==> src/hdl/ppfm_pkg.sv <==
// Package for the port pin function multiplexer: register map, field
// positions, pin indices and carrier types.
// Assumes byte-wide registers on a plain strobe port, 9-bit byte address.
package ppfm_pkg;

  // Ports 2..6 are held as entries 0..4
  localparam int NPORT = 5;
  localparam int PW    = 8;
  localparam int AW    = 9;
  localparam int P2    = 0;
  localparam int P3    = 1;
  localparam int P4    = 2;
  localparam int P5    = 3;
  localparam int P6    = 4;

  typedef logic [PW-1:0] ppfm_byte_t;
  typedef logic [AW-1:0] ppfm_addr_t;

  // Register byte addresses, one entry per port
  localparam ppfm_addr_t ADR_IN  [NPORT] = '{9'h028, 9'h018, 9'h01C, 9'h030, 9'h034};
  localparam ppfm_addr_t ADR_OUT [NPORT] = '{9'h029, 9'h019, 9'h01D, 9'h031, 9'h035};
  localparam ppfm_addr_t ADR_DIR [NPORT] = '{9'h02A, 9'h01A, 9'h01E, 9'h032, 9'h036};
  localparam ppfm_addr_t ADR_SEL [NPORT] = '{9'h02E, 9'h01B, 9'h01F, 9'h033, 9'h037};
  localparam ppfm_addr_t ADR_SEGEN = 9'h0A8;
  localparam ppfm_byte_t RST_BYTE  = 8'h00;

  // Segment group enable bits inside the segment enable register
  localparam int SG0  = 0;
  localparam int SG4  = 1;
  localparam int SG8  = 2;
  localparam int SG12 = 3;
  localparam int SG16 = 4;
  localparam int SG20 = 5;
  localparam int SG24 = 6;
  localparam int SG28 = 7;

  // Supervisor level code that routes the external input
  localparam logic [3:0] SVS_EXT_LEVEL = 4'hF;

  // Serial drive slots: P2.4, P2.5, P3.0, P3.3, P3.1, P3.2
  localparam int NSER   = 6;
  localparam int SR_P24 = 0;
  localparam int SR_P25 = 1;
  localparam int SR_P30 = 2;
  localparam int SR_P33 = 3;
  localparam int SR_P31 = 4;
  localparam int SR_P32 = 5;

  // Dedicated segment pins: segment number and group enable bit
  localparam int NDSEG = 12;
  localparam int DSEG_NUM [NDSEG] = '{12, 13, 14, 15, 16, 17, 18, 19, 22, 23, 24, 25};
  localparam int DSEG_GRP [NDSEG] = '{SG12, SG12, SG12, SG12, SG16, SG16, SG16, SG16,
                                      SG20, SG20, SG24, SG24};

  // Pin bit positions and the segments they carry
  localparam int B_CMP = 6;
  localparam int B_VSS = 7;
  localparam int S_P26 = 2;
  localparam int S_P27 = 3;
  localparam int S_P31 = 26;
  localparam int S_P32 = 27;
  localparam int S_P3H = 28;
  localparam int S_P5L = 20;
  localparam int B_LREF = 6;
  localparam int B_SVS  = 7;

  typedef struct packed {
    logic out;
    logic oe;
  } ppfm_drv_t;

  typedef struct packed {
    ppfm_byte_t out;
    ppfm_byte_t oe;
  } ppfm_pad_t;

endpackage

==> src/hdl/ppfm_top.sv <==
// Pin function multiplexer for ports 2..6, dedicated segment pins,
// the common-zero pin and the shared test-data pin.
// Assumes peripherals run on i_clk_sys; pad inputs are asynchronous.
//
// Contract
// - Select and segment off gives plain I/O
// - P2.4/P2.5 carry serial A, unit drives direction
// - P2.6 comparator out, P2.7 drives ground
// - P3.0/P3.3 carry serial clocks and enables
// - P3.1/P3.2 serial B, or segments 26/27
// - Two-wire mode only pulls low
// - Group 28 makes P3.4..7 segments 28..31
// - Groups 8/4 make P4 segments 11..4
// - Group 20 makes P5.0/P5.1 segments 20/21
// - P5.2..7 commons, bias and reference
// - P6.0/P6.3 converter plus and amplifier outputs
// - P6.1/P6.4 converter minus and feedback
// - P6.2/P6.5/P6.6 amplifier inputs
// - P6.7 amplifier input or supervisor input
// - Dedicated segments drive or float by group
// - Common-zero pin always carries common zero
// - Test-data pin is input while programming
//
// Decided for this implementation: the plain strobed port and the address map.
`timescale 1ns/1ps

module ppfm_top
  import ppfm_pkg::*;
(
  // Clock and reset
  input  wire logic                     i_clk_sys,
  input  wire logic                     i_reset,
  // Register port
  input  wire ppfm_addr_t               i_addr,
  input  wire ppfm_byte_t               i_wdata,
  input  wire logic                     i_wr,
  input  wire logic                     i_rd,
  output ppfm_byte_t                    o_rdata,
  // Port pads
  input  wire ppfm_byte_t [NPORT-1:0]   i_pad_in,
  output ppfm_pad_t  [NPORT-1:0]        o_pad,
  // Serial units
  input  wire ppfm_drv_t [NSER-1:0]     i_serial_drv,
  input  wire logic                     i_serial_twowire,
  output logic [NSER-1:0]               o_serial_pin_in,
  // Comparator, LCD and supervisor
  input  wire logic                     i_comparator_result_out,
  input  wire logic [31:0]              i_segment_level,
  input  wire logic [3:0]               i_lcd_common_level,
  input  wire logic                     i_lcd_ref_select,
  input  wire logic [3:0]               i_supervisor_level_field,
  // Analog routing and dedicated LCD pins
  output ppfm_byte_t                    o_p5_analog_en,
  output ppfm_byte_t                    o_p6_analog_en,
  output logic                          o_lcd_external_reference_en,
  output logic                          o_supervisor_external_input_en,
  output logic [NDSEG-1:0]              o_seg_pin_out,
  output logic [NDSEG-1:0]              o_seg_pin_oe,
  output logic                          o_lcd_common_line_zero,
  // Shared test-data pin
  input  wire logic                     i_prog_active,
  input  wire logic                     i_tdo_data,
  input  wire logic                     i_tdo_oe,
  input  wire logic                     i_tdo_pad,
  output logic                          o_tdo_out,
  output logic                          o_tdo_oe,
  output logic                          o_test_data_in
);

  ppfm_byte_t [NPORT-1:0] dir_ff;
  ppfm_byte_t [NPORT-1:0] sel_ff;
  ppfm_byte_t [NPORT-1:0] out_ff;
  ppfm_byte_t [NPORT-1:0] pin_s1_ff;
  ppfm_byte_t [NPORT-1:0] pin_s2_ff;
  ppfm_byte_t             segen_ff;
  ppfm_byte_t             rdata_ff;
  ppfm_byte_t             nxt_rdata;
  ppfm_pad_t [NPORT-1:0]  pad_ff;
  ppfm_pad_t [NPORT-1:0]  nxt_pad;
  ppfm_byte_t             p5an_ff;
  ppfm_byte_t             nxt_p5an;
  ppfm_byte_t             p6an_ff;
  ppfm_byte_t             nxt_p6an;
  logic                   lref_ff;
  logic                   svs_ff;
  logic [NDSEG-1:0]       dseg_out_ff;
  logic [NDSEG-1:0]       dseg_oe_ff;
  logic [NDSEG-1:0]       nxt_dseg_out;
  logic [NDSEG-1:0]       nxt_dseg_oe;
  logic                   lcd_common_line_zero_ff;
  logic                   tdo_out_ff;
  logic                   tdo_oe_ff;
  logic                   tdo_s1_ff;
  logic                   tdo_s2_ff;
  logic                   tdi_ff;

  // Per-port control registers and pad input synchronisers
  for (genvar p = 0; p < NPORT; p++) begin : g_port
    always_ff @(posedge i_clk_sys) begin
      if (i_reset) begin
        dir_ff[p] <= RST_BYTE;
        sel_ff[p] <= RST_BYTE;
        out_ff[p] <= RST_BYTE;
      end else if (i_wr) begin
        if (i_addr == ADR_DIR[p]) dir_ff[p] <= i_wdata;
        if (i_addr == ADR_SEL[p]) sel_ff[p] <= i_wdata;
        if (i_addr == ADR_OUT[p]) out_ff[p] <= i_wdata;
      end
    end

    // Second stage alone feeds logic; the first may be metastable
    always_ff @(posedge i_clk_sys) begin
      if (i_reset) begin
        pin_s1_ff[p] <= RST_BYTE;
        pin_s2_ff[p] <= RST_BYTE;
      end else begin
        pin_s1_ff[p] <= i_pad_in[p];
        pin_s2_ff[p] <= pin_s1_ff[p];
      end
    end
  end

  // Segment group enable register
  always_ff @(posedge i_clk_sys) begin
    if (i_reset) begin
      segen_ff <= RST_BYTE;
    end else if (i_wr && i_addr == ADR_SEGEN) begin
      segen_ff <= i_wdata;
    end
  end

  // Read decode; unmapped addresses read zero
  always_comb begin
    nxt_rdata = RST_BYTE;
    for (int p = 0; p < NPORT; p++) begin
      if (i_addr == ADR_IN[p])  nxt_rdata = pin_s2_ff[p];
      if (i_addr == ADR_OUT[p]) nxt_rdata = out_ff[p];
      if (i_addr == ADR_DIR[p]) nxt_rdata = dir_ff[p];
      if (i_addr == ADR_SEL[p]) nxt_rdata = sel_ff[p];
    end
    if (i_addr == ADR_SEGEN) nxt_rdata = segen_ff;
  end

  // Read data stands only in the cycle after the strobe
  always_ff @(posedge i_clk_sys) begin
    if (i_reset) begin
      rdata_ff <= RST_BYTE;
    end else begin
      rdata_ff <= i_rd ? nxt_rdata : RST_BYTE;
    end
  end

  // Pad ownership; later assignments take priority over earlier ones
  always_comb begin
    for (int p = 0; p < NPORT; p++) begin
      nxt_pad[p].out = out_ff[p];
      nxt_pad[p].oe  = dir_ff[p];
    end
    nxt_p5an = RST_BYTE;
    nxt_p6an = RST_BYTE;
    // Serial A data pins on port 2
    for (int b = 4; b < 6; b++) begin
      if (sel_ff[P2][b]) begin
        nxt_pad[P2].out[b] = i_serial_drv[(b == 4) ? SR_P24 : SR_P25].out;
        nxt_pad[P2].oe[b]  = i_serial_drv[(b == 4) ? SR_P24 : SR_P25].oe;
      end
    end
    // Comparator and ground drive need select and output direction
    if (sel_ff[P2][B_CMP]) begin
      nxt_pad[P2].out[B_CMP] = i_comparator_result_out;
      nxt_pad[P2].oe[B_CMP]  = dir_ff[P2][B_CMP];
    end
    if (sel_ff[P2][B_VSS]) begin
      nxt_pad[P2].out[B_VSS] = 1'b0;
      nxt_pad[P2].oe[B_VSS]  = dir_ff[P2][B_VSS];
    end
    if (segen_ff[SG0]) begin
      nxt_pad[P2].out[B_CMP] = i_segment_level[S_P26];
      nxt_pad[P2].out[B_VSS] = i_segment_level[S_P27];
      nxt_pad[P2].oe[B_CMP]  = 1'b1;
      nxt_pad[P2].oe[B_VSS]  = 1'b1;
    end
    // Serial clock and enable pins on port 3
    if (sel_ff[P3][0]) begin
      nxt_pad[P3].out[0] = i_serial_drv[SR_P30].out;
      nxt_pad[P3].oe[0]  = i_serial_drv[SR_P30].oe;
    end
    if (sel_ff[P3][3]) begin
      nxt_pad[P3].out[3] = i_serial_drv[SR_P33].out;
      nxt_pad[P3].oe[3]  = i_serial_drv[SR_P33].oe;
    end
    // Serial B data lines; two-wire mode may only sink current
    for (int b = 1; b < 3; b++) begin
      if (sel_ff[P3][b]) begin
        nxt_pad[P3].out[b] = i_serial_drv[(b == 1) ? SR_P31 : SR_P32].out;
        nxt_pad[P3].oe[b]  = i_serial_drv[(b == 1) ? SR_P31 : SR_P32].oe;
        if (i_serial_twowire) begin
          nxt_pad[P3].out[b] = 1'b0;
          nxt_pad[P3].oe[b]  = i_serial_drv[(b == 1) ? SR_P31 : SR_P32].oe
                               & ~i_serial_drv[(b == 1) ? SR_P31 : SR_P32].out;
        end
      end
    end
    if (segen_ff[SG24]) begin
      nxt_pad[P3].out[1] = i_segment_level[S_P31];
      nxt_pad[P3].out[2] = i_segment_level[S_P32];
      nxt_pad[P3].oe[1]  = 1'b1;
      nxt_pad[P3].oe[2]  = 1'b1;
    end
    // Segment groups on the upper port 3 and port 4 pins
    for (int b = 4; b < PW; b++) begin
      if (segen_ff[SG28]) begin
        nxt_pad[P3].out[b] = i_segment_level[S_P3H + b - 4];
        nxt_pad[P3].oe[b]  = 1'b1;
      end
      if (segen_ff[SG4]) begin
        nxt_pad[P4].out[b] = i_segment_level[11 - b];
        nxt_pad[P4].oe[b]  = 1'b1;
      end
      if (segen_ff[SG8]) begin
        nxt_pad[P4].out[b-4] = i_segment_level[15 - b];
        nxt_pad[P4].oe[b-4]  = 1'b1;
      end
    end
    // Port 5: segments, commons and bias pins
    if (segen_ff[SG20]) begin
      nxt_pad[P5].out[1:0] = i_segment_level[S_P5L +: 2];
      nxt_pad[P5].oe[1:0]  = 2'h3;
    end
    for (int b = 2; b < 5; b++) begin
      if (sel_ff[P5][b]) begin
        nxt_pad[P5].out[b] = i_lcd_common_level[b - 1];
        nxt_pad[P5].oe[b]  = 1'b1;
      end
    end
    for (int b = 5; b < PW; b++) begin
      if (sel_ff[P5][b]) begin
        nxt_pad[P5].out[b] = 1'b0;
        nxt_pad[P5].oe[b]  = 1'b0;
        nxt_p5an[b]        = 1'b1;
      end
    end
    // Port 6: every selected pin goes analog, direction ignored
    for (int b = 0; b < PW; b++) begin
      if (sel_ff[P6][b]) begin
        nxt_pad[P6].out[b] = 1'b0;
        nxt_pad[P6].oe[b]  = 1'b0;
        nxt_p6an[b]        = 1'b1;
      end
    end
  end

  // Dedicated segment pins float when their group is off
  always_comb begin
    for (int k = 0; k < NDSEG; k++) begin
      nxt_dseg_oe[k]  = segen_ff[DSEG_GRP[k]];
      nxt_dseg_out[k] = segen_ff[DSEG_GRP[k]] & i_segment_level[DSEG_NUM[k]];
    end
  end

  // Registered pad and analog controls: one cycle from any change
  always_ff @(posedge i_clk_sys) begin
    if (i_reset) begin
      pad_ff      <= '0;
      p5an_ff     <= RST_BYTE;
      p6an_ff     <= RST_BYTE;
      lref_ff     <= 1'b0;
      svs_ff      <= 1'b0;
      dseg_out_ff <= '0;
      dseg_oe_ff  <= '0;
      lcd_common_line_zero_ff     <= 1'b0;
    end else begin
      pad_ff      <= nxt_pad;
      p5an_ff     <= nxt_p5an;
      p6an_ff     <= nxt_p6an;
      lref_ff     <= sel_ff[P5][B_LREF] & i_lcd_ref_select;
      svs_ff      <= sel_ff[P6][B_SVS] && i_supervisor_level_field == SVS_EXT_LEVEL;
      dseg_out_ff <= nxt_dseg_out;
      dseg_oe_ff  <= nxt_dseg_oe;
      lcd_common_line_zero_ff     <= i_lcd_common_level[0];
    end
  end

  // Test-data pin turns round to an input while programming
  always_ff @(posedge i_clk_sys) begin
    if (i_reset) begin
      tdo_out_ff <= 1'b0;
      tdo_oe_ff  <= 1'b0;
      tdo_s1_ff  <= 1'b0;
      tdo_s2_ff  <= 1'b0;
      tdi_ff     <= 1'b0;
    end else begin
      tdo_out_ff <= i_tdo_data & ~i_prog_active;
      tdo_oe_ff  <= i_tdo_oe & ~i_prog_active;
      tdo_s1_ff  <= i_tdo_pad;
      tdo_s2_ff  <= tdo_s1_ff;
      tdi_ff     <= tdo_s2_ff & i_prog_active;
    end
  end

  // Outputs straight from flops
  assign o_rdata                        = rdata_ff;
  assign o_pad                          = pad_ff;
  assign o_p5_analog_en                 = p5an_ff;
  assign o_p6_analog_en                 = p6an_ff;
  assign o_lcd_external_reference_en    = lref_ff;
  assign o_supervisor_external_input_en = svs_ff;
  assign o_seg_pin_out                  = dseg_out_ff;
  assign o_seg_pin_oe                   = dseg_oe_ff;
  assign o_lcd_common_line_zero         = lcd_common_line_zero_ff;
  assign o_tdo_out                      = tdo_out_ff;
  assign o_tdo_oe                       = tdo_oe_ff;
  assign o_test_data_in                 = tdi_ff;
  assign o_serial_pin_in = {pin_s2_ff[P3][2], pin_s2_ff[P3][1], pin_s2_ff[P3][3],
                            pin_s2_ff[P3][0], pin_s2_ff[P2][5], pin_s2_ff[P2][4]};

  // Checks: pad state one cycle after its cause
  property p_gpio;
    @(posedge i_clk_sys) disable iff (i_reset)
    !sel_ff[P4][4] && !segen_ff[SG4] |=> o_pad[P4].oe[4] == $past(dir_ff[P4][4]);
  endproperty
  a_gpio: assert property (p_gpio) else $error("gpio direction not followed");
  property p_ser_a;
    @(posedge i_clk_sys) disable iff (i_reset)
    sel_ff[P2][4] |=> o_pad[P2].oe[4] == $past(i_serial_drv[SR_P24].oe)
                      && o_pad[P2].out[4] == $past(i_serial_drv[SR_P24].out);
  endproperty
  a_ser_a: assert property (p_ser_a) else $error("serial A pad not owned");
  property p_cmp;
    @(posedge i_clk_sys) disable iff (i_reset)
    sel_ff[P2][B_CMP] && dir_ff[P2][B_CMP] && !segen_ff[SG0]
      |=> o_pad[P2].oe[B_CMP] && o_pad[P2].out[B_CMP] == $past(i_comparator_result_out);
  endproperty
  a_cmp: assert property (p_cmp) else $error("comparator not on pin");
  property p_seg0;
    @(posedge i_clk_sys) disable iff (i_reset)
    segen_ff[SG0] |=> o_pad[P2].oe[B_VSS] && o_pad[P2].out[B_VSS] == $past(i_segment_level[S_P27]);
  endproperty
  a_seg0: assert property (p_seg0) else $error("group 0 segment missing");
  property p_twowire;
    @(posedge i_clk_sys) disable iff (i_reset)
    i_serial_twowire && sel_ff[P3][1] && !segen_ff[SG24] |=> !(o_pad[P3].oe[1] && o_pad[P3].out[1]);
  endproperty
  a_twowire: assert property (p_twowire) else $error("two-wire pin driven high");
  property p_seg28;
    @(posedge i_clk_sys) disable iff (i_reset)
    segen_ff[SG28] |=> o_pad[P3].oe[7:4] == 4'hF && o_pad[P3].out[7:4] == $past(i_segment_level[31:28]);
  endproperty
  a_seg28: assert property (p_seg28) else $error("group 28 segments wrong");
  property p_seg8;
    @(posedge i_clk_sys) disable iff (i_reset)
    segen_ff[SG8] |=> o_pad[P4].out[0] == $past(i_segment_level[11]) && o_pad[P4].oe[0];
  endproperty
  a_seg8: assert property (p_seg8) else $error("group 8 order wrong");
  property p_analog;
    @(posedge i_clk_sys) disable iff (i_reset)
    sel_ff[P6][0] && dir_ff[P6][0] |=> !o_pad[P6].oe[0] && o_p6_analog_en[0];
  endproperty
  a_analog: assert property (p_analog) else $error("analog pin still digital");
  property p_dseg;
    @(posedge i_clk_sys) disable iff (i_reset)
    !segen_ff[SG12] ##1 !segen_ff[SG12] |-> o_seg_pin_oe[3:0] == 4'h0;
  endproperty
  a_dseg: assert property (p_dseg) else $error("disabled segment pin driven");
  property p_prog;
    @(posedge i_clk_sys) disable iff (i_reset)
    i_prog_active |=> !o_tdo_oe ##2 (o_test_data_in == ($past(i_tdo_pad, 3) && $past(i_prog_active)));
  endproperty
  a_prog: assert property (p_prog) else $error("test pin not turned to input");

endmodule

==> config.mk <==
export PLATFORM = sky130hd
export DESIGN_NAME = ppfm_top
export DESIGN_NICKNAME = d
export VERILOG_FILES = /design/src/hdl/ppfm_pkg.sv /design/src/hdl/ppfm_top.sv
export SDC_FILE = /design/constraint.sdc
export NUM_CORES = 1
export LEC_CHECK = 0
export ABC_AREA = 1
export ABC_CLOCK_PERIOD_IN_PS = 4750
export BUFFER_PORTS_ARGS = -buffer_cell sky130_fd_sc_hd__buf_2
export CAP_MARGIN = 30
export CORE_MARGIN = 5
export CORE_UTILIZATION = 45
export DETAILED_ROUTE_END_ITERATION = 16
export PLACE_DENSITY = 0.65
export SYNTH_ARGS = -nofsm -noshare
export SYNTH_HDL_FRONTEND = slang
export SYNTH_SLANG_ARGS = --single-unit
==> constraint.sdc <==
create_clock -name i_clk_sys -period 4.75 [get_ports i_clk_sys]
set_clock_uncertainty 0.1 [all_clocks]
set_input_delay 0.2375 -clock i_clk_sys [delete_from_list [all_inputs] [get_ports i_clk_sys]]
set_output_delay 0.2375 -clock i_clk_sys [all_outputs]
set_load 0.05 [all_outputs]
==> summary.md <==
| Metric | Value |
|---|---|
| Layout Nets | `1980` |
| Status | `completed` |
| Setup Crit Path Kind | `in2reg` |
| VDD IR max | `0.267 mV` |
| Most common cell after layout, fill and taps aside | `dfxtp_1` |
| Avg Inst Size Synth | `7.78 µm²` |
| CP delay by family, top | `buffers and inverters` |
| Aggregate global routing overflow | `0` |
| Worst-path clk slew | `0.06 ns` |
| Die height | `174 µm` |
| Leading cell types in the layout, fill and taps excluded | `dfxtp_1 (331), buf_2 (253), inv_1 (235)` |
| Number of setup buffers added after CTS | `0` |
| WL/cell | `16.0 µm` |
| CTS Sinks | `331` |
| Worst slew margin | `42.9%` |
| Core area | `26700 µm²` |
| Tcrit/Tclk final | `55.5%` |
| Buffers on Ports | `252` |
| Filler instances | `2457` |
| First-pass GRT wire length | `55200 µm` |
| Hold Path Cell Cnt | `2` |
| TritonCTS clock tree | `built` |
| Insertion delay to the later sink of the worst-skew pair | `0.50 ns` |
| Total GRT Usage | `22.6%` |
| Least-Margin Pin Slew | `0.848 ns` |
| Tmin final | `2.64 ns` |
| Die width | `174 µm` |
| Root buf cell | `clkbuf_16` |
| Crit path DAT | `2.92 ns` |
| Pwr Total | `5690 µW` |
| DIE AREA | `30200 µm²` |
| Post-route setup TNS | `0 ns` |
| Leak Pwr | `0.00676 µW` |
| Max-cap viol count | `0` |
| DP Wirelength | `24000 µm` |
| Critical Path Stages | `6` |
| DR vias | `10900` |
| I/O Pins | `260` |
| CP max stage cell | `clkinv_2` |
| CP bufs+invs | `4` |
| Layout cells sized above 1 | `18.5%` |
| Final GP Congestion | `0.917` |
| Seq cells post-synth | `331` |
| CP Launch Type | `input pin` |
| CTS H-tree depth | `2` |
| RSZ-0062 raised after global routing | `false` |
| Sequential area share after synthesis | `54.9%` |
| Synth Instances | `1551` |
| Hold Vio Cnt, Final | `0` |
| Yosys cell types | `30` |
| Setup Viol. Count Final | `0` |
| Crit-path max FO | `88` |
| Row count | `60` |
| Antenna viol nets, final | `0` |
| Pre-antenna DRT Iters | `7` |
| Area Growth Syn to Fin | `28.2%` |
| PD cells | `368 nW/µm²` |
| Starting density of the core | `45.3%` |
| Initial antenna violation count | `3` |
| Synth warnings | `0` |
| Num CTS Buffers | `35` |
| DR DRC count | `0` |
| Total Wirelength | `35600 µm` |
| Hold Crit Class | `in2reg` |
| FF-to-FF path depth | `14` |
| F_max | `379 MHz` |
| Slowest cell delay on critical path | `0.76 ns` |
| Starting DRT DRC Count | `780` |
| Vias in the first global route | `10300` |
| Max Slew Vio Count | `0` |
| Worst setup EP type | `register` |
| CTS Buffer Depth | `3` |
| Pin count of the biggest net entering global routing | `89` |
| Critical Path RT | `5.04 ns` |
| Cell-by-cell trace of the critical path | `buf_6 -> clkinv_2 -> buf_4 -> o21ai_0 -> a21oi_1 -> dlygate4sd3_1` |
| Post-synthesis cell area | `12100 µm²` |
| Drt via density | `4.92` |
layout make-up:
type / count / area [µm²] / share of cell area, %
flip-flops and latches: 331 / 6630 / 42.8
multi-input cells: 885 / 4100 / 26.5
repair buffers: 358 / 2310 / 14.9
clock buffers: 51 / 986 / 6.37
inverters: 249 / 938 / 6.07
well taps: 341 / 427 / 2.76
clock inverters: 10 / 83.8 / 0.542
diodes: 2 / 5.00 / 0.0324
report_power, final:
group	total (µW)	switching (µW)	internal (µW)
clock network	2560	1070	1500
registers	2830	13.4	2810
logic	306	185	121
total	5690	1260	4430
stage by stage:
step | setup WS, ns | hold WS, ns | cells | cell area [µm²] | util (%)
4_1_cts | 2.20 | 0.0442 | 2225 | 15500 | 58.0
6_report | 2.11 | 0.0396 | 2227 | 15500 | 58.0
3_5_place_dp | 1.92 | 0.293 | 2065 | 13400 | 50.3
3_3_place_gp | 1.99 | 0.291 | 2062 | 13400 | 50.2
5_1_grt | 1.96 | 0.0601 | 2226 | 15500 | 58.0
2_1_floorplan | 2.92 | 0.209 | 1555 | 12100 | -
kinds of logic after synthesis:
| kind of cell | synth area share, % |
|---|---|
| AND/OR/NAND/NOR | 18.9 |
| buffers and inverters | 11.3 |
| flip-flops | 54.9 |
| other | 0.0311 |
| AO/OA/AOI/OAI | 14.8 |
path summary, 6_finish.rpt:
check,start,endpoint,slack [ns]
max,i_reset,o_pad[25],2.11
min,i_reset,pin_s2_ff[26],0.04
max reg2reg,nxt_pad[11],o_rdata[3],2.64
min reg2reg,pin_s1_ff[8],o_serial_pin_in[2],0.30
registers in the layout, indices dropped and copies added, names as in the netlist:
| name | flops |
|---|---|
| o_p6_analog_en | 8 |
| sel_ff | 40 |
| nxt_pad | 4 |
| o_rdata | 8 |
| o_p5_analog_en | 3 |
| dir_ff | 40 |
| o_tdo_oe | 1 |
| segen_ff | 8 |
| pin_s2_ff | 34 |
| o_tdo_out | 1 |
| tdo_s1_ff | 1 |
| o_serial_pin_in | 6 |
| o_seg_pin_out | 12 |
| o_lcd_external_reference_en | 1 |
| pin_s1_ff | 40 |
| o_seg_pin_oe | 4 |
| o_pad | 80 |
| out_ff | 36 |
| o_test_data_in | 1 |
| tdo_s2_ff | 1 |
| o_lcd_common_line_zero | 1 |
| o_supervisor_external_input_en | 1 |
metal layers:
metal | vias to the layer above | wire length (µm) | GRT usage [%]
met3 | 70 | 2650 | 4.78
met1 | 4981 | 15200 | 29.4
met2 | 381 | 16800 | 37.7
li1 | 5513 | - | -
met4 | 4 | 1030 | 7.46
met5 | - | 25 | 0
synth_stat cells (all sizes together):
| library cell | instances | area share [%] |
|---|---|---|
| nand4 | 31 | 1.6 |
| clkbuf | 64 | 2.0 |
| nor3 | 29 | 1.4 |
| nor3b | 3 | 0.19 |
| nand3b | 2 | 0.12 |
| conb | 1 | 0.031 |
| inv | 248 | 7.7 |
| nand3 | 45 | 2.1 |
| a21oi | 181 | 7.5 |
| nor2 | 221 | 7.1 |
| nand2 | 181 | 5.7 |
| clkinv | 1 | 0.031 |
| o21ai | 176 | 7.3 |
| nor4 | 8 | 0.52 |
| buf | 26 | 1.5 |
| dfxtp | 331 | 55 |
| or2 | 3 | 0.16 |
timing repair:
action,CTS,global route
endpoints found under the hold margin,90,0
hold buffers,99,0
gates resized for setup,0,0
Note: power is estimated with default switching activity, not from simulation.
